==> src/cci_consts.svh <==
`ifndef CCI_CONSTS_SVH
`define CCI_CONSTS_SVH

// Register offsets.
`define CCI_OFS_CTL2 8'h06
`define CCI_OFS_RID 8'h07
`define CCI_OFS_PHYS0 8'h08
`define CCI_OFS_PHYS1 8'h09
`define CCI_OFS_ALIAS0 8'h10
`define CCI_OFS_ALIAS1 8'h11

// Field positions in i2c_control_two.
`define CCI_CTL2_SEQ_ERR 7
`define CCI_CTL2_SEQ_CLR 6
`define CCI_CTL2_DLY_HI 4
`define CCI_CTL2_DLY_LO 3
`define CCI_CTL2_LWD 2
`define CCI_CTL2_SPEEDUP 1
`define CCI_CTL2_WD_DIS 0
`define CCI_CTL2_WMASK 8'h5F

// Field position of the freeze bit in remote_serializer_identifier.
`define CCI_RID_FREEZE 0

// Reset values.
`define CCI_CTL2_RST 8'h00
`define CCI_RID_RST 8'h00
`define CCI_ADDR_RST 7'h00

// Timing.
`define CCI_CLK_PERIOD_NS 50
`define CCI_CLK_HZ 20000000
`define CCI_SDA_BASE_NS 250
`define CCI_SDA_STEP_NS 50
`define CCI_SDA_BASE_CYC (`CCI_SDA_BASE_NS / `CCI_CLK_PERIOD_NS)
`define CCI_SDA_STEP_CYC (`CCI_SDA_STEP_NS / `CCI_CLK_PERIOD_NS)
`define CCI_WDOG_LONG_S 1
`define CCI_WDOG_LONG_CYC (`CCI_WDOG_LONG_S * `CCI_CLK_HZ)
`define CCI_WDOG_SHORT_US 50
`define CCI_WDOG_SHORT_CYC (`CCI_WDOG_SHORT_US * (`CCI_CLK_HZ / 1000000))
`define CCI_RECOV_HALF_US 5
`define CCI_RECOV_HALF_CYC (`CCI_RECOV_HALF_US * (`CCI_CLK_HZ / 1000000))
`define CCI_RECOV_PULSES 4'h9

`endif

==> src/cci_pkg.sv <==
package cci_pkg;
    typedef enum logic [2:0] {
        CCI_WD_WATCH = 3'b001,
        CCI_WD_FREE = 3'b010,
        CCI_WD_RECOVER = 3'b100
    } cci_wdog_state_e;
    typedef logic [6:0] cci_i2c_addr_t;
endpackage

==> src/cci_config.sv <==
`timescale 1ns/100ps
`include "cci_consts.svh"
module cci_config #(
    parameter int unsigned WDOG_LONG_CYC = `CCI_WDOG_LONG_CYC,
    parameter int unsigned WDOG_SHORT_CYC = `CCI_WDOG_SHORT_CYC,
    parameter int unsigned RECOV_HALF_CYC = `CCI_RECOV_HALF_CYC
) (
    input wire logic clk_sys,
    input wire logic sys_rst,
    input wire logic reg_wr_en,
    input wire logic reg_wr_remote,
    input wire logic reg_rd_en,
    input wire logic [7:0] reg_addr,
    input wire logic [7:0] reg_wdata,
    output logic [7:0] reg_rdata,
    output logic reg_wr_rejected,
    input wire logic fwd_seq_err_det,
    input wire logic remote_serializer_identifier_load,
    input wire cci_pkg::cci_i2c_addr_t remote_serializer_identifier_in,
    input wire logic xact_addr_valid,
    input wire cci_pkg::cci_i2c_addr_t xact_addr,
    output logic cc_addr_valid,
    output cci_pkg::cci_i2c_addr_t cc_addr,
    input wire logic sda_drive_req,
    input wire logic sda_in,
    output logic sda_out,
    output logic sda_oe,
    input wire logic scl_in,
    output logic scl_out,
    output logic scl_oe,
    output logic bus_free,
    output logic bus_recovering
);
    import cci_pkg::*;

    localparam int CNT_W = 25;
    localparam logic [CNT_W-1:0] LONG_M1 = CNT_W'(WDOG_LONG_CYC - 1);
    localparam logic [CNT_W-1:0] SHORT_M1 = CNT_W'(WDOG_SHORT_CYC - 1);
    localparam logic [CNT_W-1:0] HALF_M1 = CNT_W'(RECOV_HALF_CYC - 1);
    localparam logic [2:0] TAP_BASE = 3'(`CCI_SDA_BASE_CYC - 1);

    logic [6:0] ctl_reg;
    logic seq_err_reg;
    logic [6:0] rid_reg;
    logic freeze_reg;
    logic [7:0] rdata_reg;
    logic rej_reg;
    logic ccv_reg;
    cci_i2c_addr_t cca_reg;
    logic [7:0] dly_reg;
    logic sda_s1, sda_s2, sda_q, scl_s1, scl_s2, scl_q;
    cci_wdog_state_e wd_state_reg, wd_state_next;
    logic [CNT_W-1:0] wd_cnt_reg, wd_cnt_next;
    logic [3:0] pulse_reg, pulse_next;
    logic scl_oe_reg, scl_oe_next;
    cci_i2c_addr_t alias0, alias1, phys0, phys1;
    logic hit0, hit1;

    // Write decode.
    wire wr_block = reg_wr_en & reg_wr_remote & ctl_reg[`CCI_CTL2_LWD];
    wire wr_ok = reg_wr_en & ~wr_block;
    wire wr_ctl = wr_ok & (reg_addr == `CCI_OFS_CTL2);
    wire wr_rid = wr_ok & (reg_addr == `CCI_OFS_RID);
    wire wr_phys0 = wr_ok & (reg_addr == `CCI_OFS_PHYS0);
    wire wr_phys1 = wr_ok & (reg_addr == `CCI_OFS_PHYS1);
    wire wr_alias0 = wr_ok & (reg_addr == `CCI_OFS_ALIAS0);
    wire wr_alias1 = wr_ok & (reg_addr == `CCI_OFS_ALIAS1);
    wire freeze_next = wr_rid ? reg_wdata[`CCI_RID_FREEZE] : freeze_reg;
    wire [1:0] dly_field = ctl_reg[`CCI_CTL2_DLY_HI:`CCI_CTL2_DLY_LO];
    wire wd_dis = ctl_reg[`CCI_CTL2_WD_DIS];
    wire speedup = ctl_reg[`CCI_CTL2_SPEEDUP];

    wire seq_err_next = fwd_seq_err_det | (seq_err_reg & ~ctl_reg[`CCI_CTL2_SEQ_CLR]);

    wire [6:0] rid_next = !freeze_next ? (remote_serializer_identifier_load ? remote_serializer_identifier_in : rid_reg)
                        : (wr_rid ? reg_wdata[7:1] : rid_reg);

    wire [7:0] ctl_rd = {seq_err_reg, ctl_reg[6], 1'b0, ctl_reg[4:0]};
    wire [7:0] rd_mux = (reg_addr == `CCI_OFS_CTL2) ? ctl_rd :
                        (reg_addr == `CCI_OFS_RID) ? {rid_reg, freeze_reg} :
                        (reg_addr == `CCI_OFS_PHYS0) ? {phys0, 1'b0} :
                        (reg_addr == `CCI_OFS_PHYS1) ? {phys1, 1'b0} :
                        (reg_addr == `CCI_OFS_ALIAS0) ? {alias0, 1'b0} :
                        (reg_addr == `CCI_OFS_ALIAS1) ? {alias1, 1'b0} : 8'h00;

    wire cci_i2c_addr_t remap_addr = hit0 ? phys0 : (hit1 ? phys1 : xact_addr);

    wire [2:0] sda_tap = TAP_BASE + 3'(dly_field);

    wire activity = (sda_s2 ^ sda_q) | (scl_s2 ^ scl_q);
    wire [CNT_W-1:0] period_m1 = speedup ? SHORT_M1 : LONG_M1;
    wire half_done = (wd_cnt_reg == HALF_M1);

    cci_remap_entry u_entry0 (
        .clk_sys(clk_sys),
        .sys_rst(sys_rst),
        .wr_alias(wr_alias0),
        .wr_phys(wr_phys0),
        .wdata(reg_wdata[7:1]),
        .xact_addr(xact_addr),
        .alias_addr(alias0),
        .phys_addr(phys0),
        .hit(hit0)
    );

    cci_remap_entry u_entry1 (
        .clk_sys(clk_sys),
        .sys_rst(sys_rst),
        .wr_alias(wr_alias1),
        .wr_phys(wr_phys1),
        .wdata(reg_wdata[7:1]),
        .xact_addr(xact_addr),
        .alias_addr(alias1),
        .phys_addr(phys1),
        .hit(hit1)
    );

    always_comb begin
        wd_state_next = wd_state_reg;
        wd_cnt_next = wd_cnt_reg + CNT_W'(1);
        pulse_next = pulse_reg;
        scl_oe_next = scl_oe_reg;
        case (wd_state_reg)
            CCI_WD_WATCH: begin
                if (wd_dis || activity) begin
                    wd_cnt_next = '0;
                end else if (wd_cnt_reg == period_m1) begin
                    wd_cnt_next = '0;
                    if (sda_s2) begin
                        wd_state_next = CCI_WD_FREE;
                    end else begin
                        wd_state_next = CCI_WD_RECOVER;
                        scl_oe_next = 1'b1;
                        pulse_next = 4'h1;
                    end
                end
            end
            CCI_WD_FREE: begin
                wd_cnt_next = '0;
                if (wd_dis || activity) begin
                    wd_state_next = CCI_WD_WATCH;
                end
            end
            CCI_WD_RECOVER: begin
                if (wd_dis) begin
                    wd_state_next = CCI_WD_WATCH;
                    wd_cnt_next = '0;
                    scl_oe_next = 1'b0;
                end else if (half_done) begin
                    wd_cnt_next = '0;
                    if (scl_oe_reg) begin
                        scl_oe_next = 1'b0;
                    end else if (pulse_reg == `CCI_RECOV_PULSES) begin
                        wd_state_next = CCI_WD_WATCH;
                    end else begin
                        scl_oe_next = 1'b1;
                        pulse_next = pulse_reg + 4'h1;
                    end
                end
            end
            default: begin
                wd_state_next = CCI_WD_WATCH;
                wd_cnt_next = '0;
                scl_oe_next = 1'b0;
            end
        endcase
    end

    always_ff @(posedge clk_sys) begin
        if (sys_rst) begin
            ctl_reg <= 7'(`CCI_CTL2_RST);
            seq_err_reg <= 1'b0;
            rid_reg <= 7'(`CCI_RID_RST >> 1);
            freeze_reg <= 1'b0;
        end else begin
            if (wr_ctl) begin
                ctl_reg <= reg_wdata[6:0] & 7'(`CCI_CTL2_WMASK);
            end
            seq_err_reg <= seq_err_next;
            rid_reg <= rid_next;
            freeze_reg <= freeze_next;
        end
    end

    always_ff @(posedge clk_sys) begin
        if (sys_rst) begin
            rdata_reg <= 8'h00;
            rej_reg <= 1'b0;
            ccv_reg <= 1'b0;
            cca_reg <= `CCI_ADDR_RST;
            dly_reg <= 8'h00;
        end else begin
            rdata_reg <= reg_rd_en ? rd_mux : rdata_reg;
            rej_reg <= wr_block;
            ccv_reg <= xact_addr_valid;
            cca_reg <= xact_addr_valid ? remap_addr : cca_reg;
            dly_reg <= {dly_reg[6:0], sda_drive_req};
        end
    end

    always_ff @(posedge clk_sys) begin
        if (sys_rst) begin
            {sda_s1, sda_s2, sda_q} <= 3'b111;
            {scl_s1, scl_s2, scl_q} <= 3'b111;
            wd_state_reg <= CCI_WD_WATCH;
            wd_cnt_reg <= '0;
            pulse_reg <= 4'h0;
            scl_oe_reg <= 1'b0;
        end else begin
            {sda_s1, sda_s2, sda_q} <= {sda_in, sda_s1, sda_s2};
            {scl_s1, scl_s2, scl_q} <= {scl_in, scl_s1, scl_s2};
            wd_state_reg <= wd_state_next;
            wd_cnt_reg <= wd_cnt_next;
            pulse_reg <= pulse_next;
            scl_oe_reg <= scl_oe_next;
        end
    end

    assign reg_rdata = rdata_reg;
    assign reg_wr_rejected = rej_reg;
    assign cc_addr_valid = ccv_reg;
    assign cc_addr = cca_reg;
    assign sda_out = 1'b0;
    assign sda_oe = dly_reg[sda_tap];
    assign scl_out = 1'b0;
    assign scl_oe = scl_oe_reg;
    assign bus_free = (wd_state_reg == CCI_WD_FREE);
    assign bus_recovering = (wd_state_reg == CCI_WD_RECOVER);
endmodule

==> src/cci_remap_entry.sv <==
`timescale 1ns/100ps
`include "cci_consts.svh"
module cci_remap_entry (
    input wire logic clk_sys,
    input wire logic sys_rst,
    input wire logic wr_alias,
    input wire logic wr_phys,
    input wire cci_pkg::cci_i2c_addr_t wdata,
    input wire cci_pkg::cci_i2c_addr_t xact_addr,
    output cci_pkg::cci_i2c_addr_t alias_addr,
    output cci_pkg::cci_i2c_addr_t phys_addr,
    output logic hit
);
    import cci_pkg::*;

    cci_i2c_addr_t alias_reg;
    cci_i2c_addr_t phys_reg;

    assign hit = (xact_addr == alias_reg);
    assign alias_addr = alias_reg;
    assign phys_addr = phys_reg;

    always_ff @(posedge clk_sys) begin
        if (sys_rst) begin
            alias_reg <= `CCI_ADDR_RST;
            phys_reg <= `CCI_ADDR_RST;
        end else begin
            if (wr_alias) begin
                alias_reg <= wdata;
            end
            if (wr_phys) begin
                phys_reg <= wdata;
            end
        end
    end
endmodule

==> config.mk <==
export PLATFORM = sky130hd
export DESIGN_NAME = cci_config
export DESIGN_NICKNAME = d
export VERILOG_FILES = /design/src/cci_pkg.sv /design/src/cci_config.sv /design/src/cci_remap_entry.sv
export VERILOG_INCLUDE_DIRS = /design/src
export SDC_FILE = /design/constraint.sdc
export NUM_CORES = 1
export LEC_CHECK = 0
export BUFFER_PORTS_ARGS = -buffer_cell sky130_fd_sc_hd__buf_2
export CAP_MARGIN = 20
export CORE_ASPECT_RATIO = 2
export CORE_MARGIN = 2
export CORE_UTILIZATION = 51
export CTS_CLUSTER_DIAMETER = 50
export DETAILED_ROUTE_END_ITERATION = 12
export PLACE_DENSITY = 0.71
export RECOVER_POWER = 100
export SLEW_MARGIN = 20
export SYNTH_ARGS = -nofsm -noshare
export SYNTH_HDL_FRONTEND = slang
export SYNTH_SLANG_ARGS = --single-unit
export TNS_END_PERCENT = 20
==> constraint.sdc <==
create_clock -name clk_sys -period 2.6 [get_ports clk_sys]
set_input_delay 0.26 -clock clk_sys [delete_from_list [all_inputs] [get_ports clk_sys]]
set_output_delay 0.26 -clock clk_sys [all_outputs]
set_load 0.01 [all_outputs]
# After elaboration in Yosys (flattened, before gate mapping)
# Index checks and enable logic that the tools add are counted.
[word_totals]
reg_bits = 107
latch_bits = 0
ramBits = 0
rom_bits = 0
input_bits = 41
mem_count = 0
[op_classes]
add_sub_neg = 3
mul = 0
div_mod_pow = 0
n_lt_le_gt_ge = 1
n_eq_ne = 26
shifts = 0
n_mux = 45
bitwise_logic = 17
reduce_logical = 7
[op_table]
columns = ["operator", "n"]
rows = [
  ["2-to-1 mux 25 bit", 5],
  ["one-hot mux 25 bit (2 select lines)", 1],
  ["2-to-1 mux 8 bit", 6],
  ["2-to-1 mux 7 bit", 5],
  ["2-to-1 mux 4 bit", 7],
  ["adder 25 x 1 -> 25 bit, second input constant", 1],
  ["equality test 25 bit", 1],
  ["equality test 25 x 7 -> 1 bit, second input constant", 1],
  ["2-to-1 mux 3 bit", 8],
  ["equality test 8 x 3 -> 1 bit, second input constant", 2],
  ["equality test 8 x 4 -> 1 bit, second input constant", 2],
  ["equality test 8 x 5 -> 1 bit, second input constant", 2],
  ["equality test 7 bit", 2],
  ["inequality test 2 bit, second input constant", 7],
  ["AND 1 bit", 10],
  ["2-to-1 mux 1 bit", 9],
  ["one-hot mux 3 bit (3 select lines)", 1],
  ["one-hot mux 4 bit (2 select lines)", 1],
  ["AND reduction 8 bit", 1],
  ["inequality test 3 x 1 -> 1 bit, second input constant", 2],
  ["AND reduction 6 bit", 1],
  ["AND reduction 5 bit", 1],
  ["adder 4 x 1 -> 4 bit, second input constant", 1],
  ["equality test 4 bit, second input constant", 1],
  ["15 further kinds", 21],
]

# Longest topological paths before layout
# Gate-level depths: netlist (run 1).
[depth]
depth_word = 8
ltp_mapped = 8
ltp_nobuf = 7

# Cells and area by module
# A second synthesis (run 1) with hierarchy kept.
[hier_totals]
cells_unflattened = 524
hier_area_um2 = 4852.2
[modules_own_cells]
columns = ["module", "n_inst", "cells_each", "area_per_inst_um2", "seq_area_each_um2"]
rows = [
  ["cci_config", 1, 416, 3706.1, 1581.5],
  ["cci_remap_entry", 2, 54, 573.0, 280.3],
]

# Least setup slack after synthesis (run 1)
# No wires, ideal clock.
[synth_timing]
path_type = "reg2reg"
start = "register wd_cnt_reg[0]"
end = "register wd_cnt_reg[10]"
t_arrival_ns = 1.813
required_time_ns = 2.468
setup_slack_ns = 0.655
stages_incl_launch_ff = 8
synth_period_minus_slack_ns = 1.945
path_cell_list = "dfxtp_1 -> ha_1 -> nor3b_1 -> nand3_1 -> or3_4 -> a32oi_4 -> buf_6 -> nor3_1"
[synth_via]
elab_chain_len = 4
word_cells_on_any_way = 8
[synth_rtl]
columns = ["element", "line", "rtl"]
rows = [
  ["from (decl)", "cci_config.sv:53", "logic [CNT_W-1:0] wd_cnt_reg, wd_cnt_next;"],
  ["from (signal assigned)", "cci_config.sv:213", "wd_cnt_reg <= wd_cnt_next;"],
  ["adder 25 x 1 -> 25 bit, or another cell as far along", "cci_config.sv:120", "wd_cnt_next = wd_cnt_reg + CNT_W'(1);"],
  ["2-to-1 mux 25 bit (on tied branches)", "cci_config.sv:149, cci_config.sv:127", ""],
  ["2-to-1 mux 25 bit (on tied branches)", "cci_config.sv:145, cci_config.sv:125", ""],
  ["one-hot mux 25 bit (2 select lines) *", "cci_config.sv:123", "case (wd_state_reg)"],
]
# Mark *: on every way between the ends. The rest lies on a longest branch, timed or not.
# A chain may end at the register's enable or synchronous reset.

# Final worst setup path (run 1)
[layout_timing]
start = "register wd_cnt_reg[0]"
end = "register wd_cnt_reg[17]"
# The elaborated chain is that of the path after synthesis.

==> results of run 1 <==
[kinds of logic (layout without fill, tap and decap cells)]
family	count (synthesis)	after routing
buffers and inverters	58	111
and+or+nand+nor	237	237
xor gates and xnor gates	39	39
AOI/OAI and AO/OA	106	106
DFF	107	107
other	1	2
muxes	36	36
adders and majority gates	3	3
[cells in the mapped netlist (12+ instances only)]
cell type    n  area, µm²
nor3_1      32        160
inv_1       23       86.3
nor2_1      56        210
xor2_1      20        175
mux2i_1     34        340
a221o_1     12        120
xnor2_1     19        166
and3_1      14       87.6
nand2_1     31        116
clkbuf_1    16       60.1
nand3_1     21        105
a21oi_1     25        125
and2_1      12       75.1
o21ai_0     20        100
nor2b_1     14       87.6
dfxtp_1    107       2140
[cell usage in the layout, fill, tap and decap left out, types with 7 or more instances in the layout]
master and instances:
nand4_1 9, a211oi_1 7, buf_2 37, dfxtp_1 107, a21oi_1 25, nor2_1 57, xor2_1 20, mux2i_1 34
o32ai_1 9, nand2_1 31, o21ai_0 20, a221o_1 12, clkbuf_1 27, o22ai_1 8, inv_1 23, xnor2_1 19
nor3_1 32, and3_1 14, nor2b_1 14, nor4_1 11, and2_0 7, and4_1 7, nand3_1 21, clkbuf_16 9
[cell type report]
cell class	count	area (µm²)
Fill cell	937	4190
Multi-Input combinational cell	423	2820
Sequential cell	107	2140
Timing Repair Buffer	71	338
Clock buffer	10	229
Tap cell	135	169
Clock inverter	6	114
Inverter	24	90.1
[worst paths after layout]
path / start / depth (start not counted) / to
min reg2reg: sda_s1 / 1 / sda_s2
max reg2reg: wd_cnt_reg[0] / 7 / wd_cnt_reg[17]
max: wd_cnt_reg[0] / 7 / wd_cnt_reg[17]
min: sda_in / 2 / sda_s1
[power breakdown]
group,total [mW],internal (mW),switching [mW]
clock,1.56,0.943,0.616
combinational,0.231,0.0821,0.149
sequential,1.68,1.66,0.0139
[through the flow]
step | total power [mW] | util | cells | setup WS (ps) | hold WS [ps]
5_1_grt | 3.57 | 0.585 | 776 | 88.8 | 94.7
4_1_cts | 3.50 | 0.593 | 776 | 390 | 89.0
3_3_place_gp | 1.95 | 0.559 | 760 | 434 | 394
6_report | 3.47 | 0.585 | 776 | 315 | 94.9
2_1_floorplan | 1.86 | - | 588 | 655 | 364
3_5_place_dp | 1.95 | 0.559 | 760 | 404 | 394
[routing by layer]
metal,share of wire,up-vias,global-route usage
li1,-,2213,-
met1,0.35,2181,0.248
met2,0.53,160,0.472
met3,0.044,65,0.0476
met4,0.067,0,0.178
met5,0,-,0
==> impl_metrics.yaml, run 1 <==
yosys:
  seq_area_frac_synth: 0.405
  synthArstFlopShare: 0
  synthFlopType: "dfxtp_1"
  ys_ff_latch: 107
  synth_fa_ha_area_frac: 0.00710
  ys_types: 68
  synth_top_family_by_area: "simple AND/OR/NAND/NOR gates"
  synth_cells: 587
  synthSimpleGateAreaFrac: 0.251
  synth-compound-area-share: 0.145
  synth_edf_count: 0
  ys_warn_count: 0
  muxShareOfSynthArea: 0.0708
  synth-xor-area-share: 0.0646
  syn_area_per_cell_um2: 9.00
  syn-cell-area_um2: 5290
grt:
  antenna_found_initial: 0
  grt_pass1_vias: 4616
  grt_pass1_wl_um: 22600
  grt_start_max_net_pins: 54
  globalRouteOverflowTotal: 0
  grt.total_usage: 0.253
cts:
  clk_latency_ps: 350
  cts_max_path_buffers: 2
  clock-sinks: 107
  htreeDepth: 3
  postCtsSetupRepairBufs: 0
  cts_tree: "built"
  clk_pin_slew_worst_paths_ps: 70
  ctsResizeCount: 0
  numCtsBuffers: 9
  root_buffer: "clkbuf_16"
  hold_buffers: 0
drt:
  dr.pass1.iters: 5
  totalWireLength_um: 14000
  drc: 0
  avgRoutedWirePerCell_um: 18.0
  vias_per_cell: 5.95
  via_count: 4619
  ant_nets: 0
  drt-initial-drc-count: 413
power_and_ir_drop:
  cellPowerDensity_nw_per_um2: 588
  power.leakage_nw: 2.13
  max-vdd-ir-drop_mv: 0.413
setup_path:
  worstPathCellList: "ha_1, nor3b_1, nand3_1, or3_1, a32oi_4, buf_4, nor3_1"
  cp_top_family: "simple AND/OR/NAND/NOR gates"
  cp-start-kind: "flop"
  r2r_slack_ps: 310
  cp.required_ps: 2820
  path_class: "flop to flop"
  crit_slowest_cell: "or3_1"
  end_kind: "flop"
  critPathMaxStageDelay_ps: 510
  worst-path-buf-inv: 1
  critical_path.max_fanout: 25
  arrival_ps: 2510
timing:
  fin_setup_tns_ps: 0
  fin_skew_ps: 9.69
  fmax_mhz: 438
  timing.slew.headroom: 0.254
  tightest_slew_ps: 1120
  rsz0062_at_grt: "false"
  hold_viol: 0
  slew_violations: 0
  fin_crit_sh: 0.879
  min_period_ps: 2290
  setup_viol: 0
layout:
  area_growth_pct: 11.6
  largest_reg_flops: 25
  diodes: 0
  drive_gt1_frac: 0.128
  final_cell_area_um2: 5900
  finalNetCount: 680
flow_run:
  max-cap-violations: 0
place:
  io_buffers: 61
  gp_congestion: 0.955
  hpwl_um: 10600
  place_area_um2: 5640
floorplanning:
  die_h_um: 148
  pin_count: 64
  die-width_um: 76.0
  start_util: 0.524
  core-area_um2: 10100
  rows: 52
  dieArea_um2: 11200
min_path:
  hold_path_class: "input port to flop"
status:
  status: "complete, no violations"
No activity file was read; power rests on OpenSTA's default activity.
==> inputs of run 2 (changes only) <==
- CELL_PAD_IN_SITES_DETAIL_PLACEMENT: unset -> 0
- CELL_PAD_IN_SITES_GLOBAL_PLACEMENT: unset -> 1
- CORE_MARGIN: 2 -> 10
- CORE_UTILIZATION: 51 -> 44
- PLACE_DENSITY: 0.71 -> unset
- PLACE_DENSITY_LB_ADDON: unset -> 0.1
==> impl_metrics.yaml, run 2 (synthesis gave the netlist of run 1 again) <==
status:
  status: "finished with violations"
  failed_checks: "capacitance limit, slew limit"
cts:
  cts_max_path_buffers: 2
  numCtsBuffers: 9
  clock-sinks: 107
  cts_tree: "built"
  hold_buffers: 0
  root_buffer: "clkbuf_16"
  htreeDepth: 3
  postCtsSetupRepairBufs: 0
  clk_pin_slew_worst_paths_ps: 80
  clk_latency_ps: 350
  ctsResizeCount: 0
setup_path:
  cp.depth: 7
  critPathMaxStageDelay_ps: 490
  crit_slowest_cell: "or3_4"
  cp_top_family: "simple AND/OR/NAND/NOR gates"
  end_kind: "flop"
  reg2reg_to: "wd_cnt_reg[14]"
  arrival_ps: 2490
  worstPathCellList: "ha_1, nor3b_1, nand3_1, or3_4, a32oi_4, buf_4, nor3_1"
  regToRegStartpoint: "wd_cnt_reg[0]"
  cp-start-kind: "flop"
  r2r_slack_ps: 270
  reg2regPathDepth: 7
  worst-path-buf-inv: 1
  cp.required_ps: 2760
  critical_path.max_fanout: 25
  path_class: "flop to flop"
grt:
  grt_start_max_net_pins: 84
  globalRouteOverflowTotal: 0
  grt.total_usage: 0.177
  grt_pass1_vias: 4613
  antenna_found_initial: 0
  grt_pass1_wl_um: 24300
floorplanning:
  pin_count: 64
  core-area_um2: 11800
  rows: 56
  die_h_um: 175
  start_util: 0.449
  dieArea_um2: 17100
  die-width_um: 97.5
power_and_ir_drop:
  switching_share: 0.262
  p_comb_frac: 0.073
  p_int_mw: 2.43
  max-vdd-ir-drop_mv: 0.309
  power.leakage_nw: 2.16
  seqPwrFrac: 0.510
  clkPwrFrac: 0.417
  p_sw_uw: 860
  cellPowerDensity_nw_per_um2: 556
drt:
  dr.pass1.iters: 4
  vias_per_cell: 5.71
  drt-initial-drc-count: 228
  via_count: 4509
  ant_nets: 0
  avgRoutedWirePerCell_um: 19.3
  drc: 0
  totalWireLength_um: 15300
place:
  hpwl_um: 11700
  place_area_um2: 5680
  gp_congestion: 0.838
  io_buffers: 61
layout:
  final_common_cell: "dfxtp_1"
  final_cell_mix: "dfxtp_1 (107), nor2_1 (57), buf_2 (39)"
  diodes: 0
  fillers: 1197
  final_cell_area_um2: 5910
  post-route-util: 0.502
  drive_gt1_frac: 0.140
  finalNetCount: 683
  area_growth_pct: 11.9
  largest_reg_flops: 25
timing:
  hold_viol: 0
  fin_setup_tns_ps: 0
  min_period_ps: 2330
  timing.slew.headroom: -0.139
  fmax_mhz: 429
  setup_viol: 0
  fin_skew_ps: 7.47
  fin_crit_sh: 0.897
  tightest_slew_ps: 1710
  slew_violations: 84
  rsz0062_at_grt: "false"
min_path:
  hold_path_end: "sda_s1"
  whs_path_depth: 2
  hold_path_class: "input port to flop"
  min-delay-start: "sda_in"
flow_run:
  max-cap-violations: 1
-- run 2: changes by cell type in the layout (fill, tap and decap cells not counted), moves of 3 or more --
cell	previous run	this run
and2_0	7	1
and2_1	5	11
buf_4	6	10
clkbuf_1	27	23
bufinv_16	3	0
inv_8	0	3
-- run 2: stage by stage --
stage                     worst slack, ps  power, mW  hold slack, ps  instances
final                                 268       3.29            89.3        789
after global routing                  107       3.40            81.7        789
after CTS                             351       3.33            80.2        789
after detailed placement              371       1.96             400        773
after global placement                413       1.96             399        773
after floorplan                       655       1.86             364        588
-- run 2: final cells by class --
type,instances,area (µm²),area share
clock buffers,9,225,0.0381
repair buffers,74,367,0.0620
inverters,24,90.1,0.0152
clock inverters,7,67.6,0.0114
well taps,145,181,0.0307
flip-flops and latches,107,2140,0.362
multi-input cells,423,2840,0.480
-- run 2: power groups by stage --
stage                     clock network (mW)  logic, mW  registers (mW)
after global placement                     0      0.244            1.71
after CTS                               1.40      0.248            1.68
final                                   1.37      0.239            1.68
after detailed placement                   0      0.247            1.71
after global routing                    1.46      0.263            1.68
after floorplan                            0      0.145            1.72
-- run 2: worst max-delay path by stage --
stage | start | end
2_1_floorplan | wd_cnt_reg[0] | wd_cnt_reg[10]
3_3_place_gp | reg_addr[4] | u_entry1.alias_addr[1]
3_5_place_dp | reg_addr[4] | u_entry1.alias_addr[5]
4_1_cts | wd_cnt_reg[0] | wd_cnt_reg[5]
5_1_grt | wd_cnt_reg[0] | wd_cnt_reg[20]
6_report | wd_cnt_reg[0] | wd_cnt_reg[14]
-- run 2: worst register-to-register path, cell delays in order (launching register included) --
cell and delay [ps]:
dfxtp_1 370, ha_1 220, nor3b_1 260, nand3_1 230
or3_4 490, a32oi_4 160, buf_4 300, nor3_1 110
-- run 2: metal layers --
metal	GRT usage	vias up	routed length (µm)
met2	0.349	115	8670
met3	0.0308	35	566
met5	0	-	0
met4	0.101	0	727
met1	0.160	2143	5300
li1	-	2216	-
==> inputs of run 3 (changes only) <==
- CORE_UTILIZATION: 44 -> 40
- clock period: 2.6 -> 2 ns (I/O delays scaled with it)
==> impl_metrics.yaml, run 3 (synthesis gave the netlist of run 1 again) <==
drt:
  drt-initial-drc-count: 166
  ant_nets: 0
  avgRoutedWirePerCell_um: 19.7
  dr.pass1.iters: 4
  via_count: 4623
  drc: 0
  totalWireLength_um: 16400
  vias_per_cell: 5.57
cts:
  htreeDepth: 3
  clk_pin_slew_worst_paths_ps: 80
  clk_latency_ps: 360
  clock-sinks: 107
  root_buffer: "clkbuf_16"
  cts_tree: "built"
  cts_max_path_buffers: 2
  numCtsBuffers: 9
floorplanning:
  die_h_um: 183
  core-area_um2: 13000
  rows: 59
  start_util: 0.407
  die-width_um: 101
  pin_count: 64
  dieArea_um2: 18500
layout:
  largest_reg_flops: 25
  multi_input_area_um2: 2900
  fillers: 1323
  post-route-util: 0.482
  finalNetCount: 717
  final_cells: 830
  final_cell_mix: "dfxtp_1 (106), nor2_1 (56), buf_2 (39)"
  area_growth_pct: 18.6
  diodes: 0
  seqCellArea_um2: 2140
  drive_gt1_frac: 0.198
  final_common_cell: "dfxtp_1"
  final_cell_area_um2: 6270
grt:
  antenna_found_initial: 0
  grt.total_usage: 0.180
  globalRouteOverflowTotal: 0
  grt_pass1_wl_um: 25700
  grt_start_max_net_pins: 73
  grt_pass1_vias: 4840
place:
  hpwl_um: 12800
  gp_congestion: 0.889
  io_buffers: 61
  placed_cells: 813
  place_area_um2: 5970
power_and_ir_drop:
  p_int_mw: 3.19
  power.leakage_nw: 2.35
  max-vdd-ir-drop_mv: 0.484
  p_sw_mw: 1.06
  switching_share: 0.250
  cellPowerDensity_nw_per_um2: 678
  clkPwrFrac: 0.406
  seqPwrFrac: 0.513
  p_comb_frac: 0.082
min_path:
  hold_path_class: "input port to flop"
timing:
  slew_violations: 0
  hold_viol: 0
  min_period_ps: 1970
  fmax_mhz: 507
  worst_hold_slack_ps: 23.4
  fin_skew_ps: 11.6
  fin_crit_sh: 0.987
  rsz0062_at_grt: "true"
  setup_viol: 0
setup_path:
  critical_path.max_fanout: 25
  arrival_ps: 2190
  end_kind: "flop"
  cp-start-kind: "flop"
  path_class: "flop to flop"
  r2r_slack_ps: 30
  cp.required_ps: 2220
status:
  status: "complete, no violations"
flow_run:
  max-cap-violations: 0
==> run 3: cell count changes in the layout (fill, tap and decap cells not counted), moves of 3 or more <==
cell    delta
buf_4     +28
nor4_1     -5
nor4_2     +4
buf_12     +3
inv_8      -3
==> run 3: worst max-delay path, stage by stage (launching register included) <==
cell,delay (ps)
dfxtp_1,370
nand4bb_1,240
nor4_2,350
buf_4,180
o211ai_1,130
a32oi_4,280
buf_12,200
nor3_1,80
==> run 3: cell type report <==
cell class,instances,share of cell area
clock buffers,10,0.0381
clock inverters,6,0.00759
inverters,24,0.0144
multi-input cells,423,0.463
flip-flops and latches,107,0.342
well taps,152,0.0304
repair buffers,108,0.104
==> run 3: metrics by stage <==
step	total power [mW]	setup WS [ps]	TNS (ps)
2_1_floorplan	2.42	55.4	0
3_3_place_gp	2.58	22.9	0
3_5_place_dp	2.58	25.5	0
4_1_cts	4.31	9.05	0
5_1_grt	4.43	-58.3	-959
6_report	4.25	26.4	0
==> run 3: final timing paths <==
| check | startpoint | to | depth (start not counted) |
|---|---|---|---|
| worst max-delay path | wd_cnt_reg[9] | wd_cnt_reg[2] | 7 |
| worst min-delay path | scl_in | scl_s1 | 2 |
| worst max register to register | wd_cnt_reg[9] | wd_cnt_reg[2] | 7 |
| worst min register to register | sda_s1 | sda_s2 | 1 |
==> run 3: routing by layer <==
layer | vias up | share of wire | wire [µm] | global-route usage
li1 | 2292 | - | - | -
met1 | 2192 | 0.34 | 5600 | 0.169
met2 | 98 | 0.58 | 9410 | 0.342
met3 | 41 | 0.033 | 532 | 0.0348
met4 | 0 | 0.050 | 816 | 0.0986
met5 | - | 0 | 0 | 0
==> run 3: power groups by stage <==
stage               Sequential, mW  Combinational, mW  Clock (mW)
CTS                           2.18              0.353        1.77
global placement              2.23              0.349           0
finish                        2.18              0.347        1.72
detailed placement            2.23              0.352           0
global route                  2.18              0.381        1.86
floorplan                     2.23              0.188           0
==> run 3: timing repair <==
item | CTS | global route
hold endpoints to repair | 0 | 0
hold buffers | 0 | 0
resized for setup | 0 | 12
setup endpoints to repair | 0 | 33
buffers inserted | 0 | 1
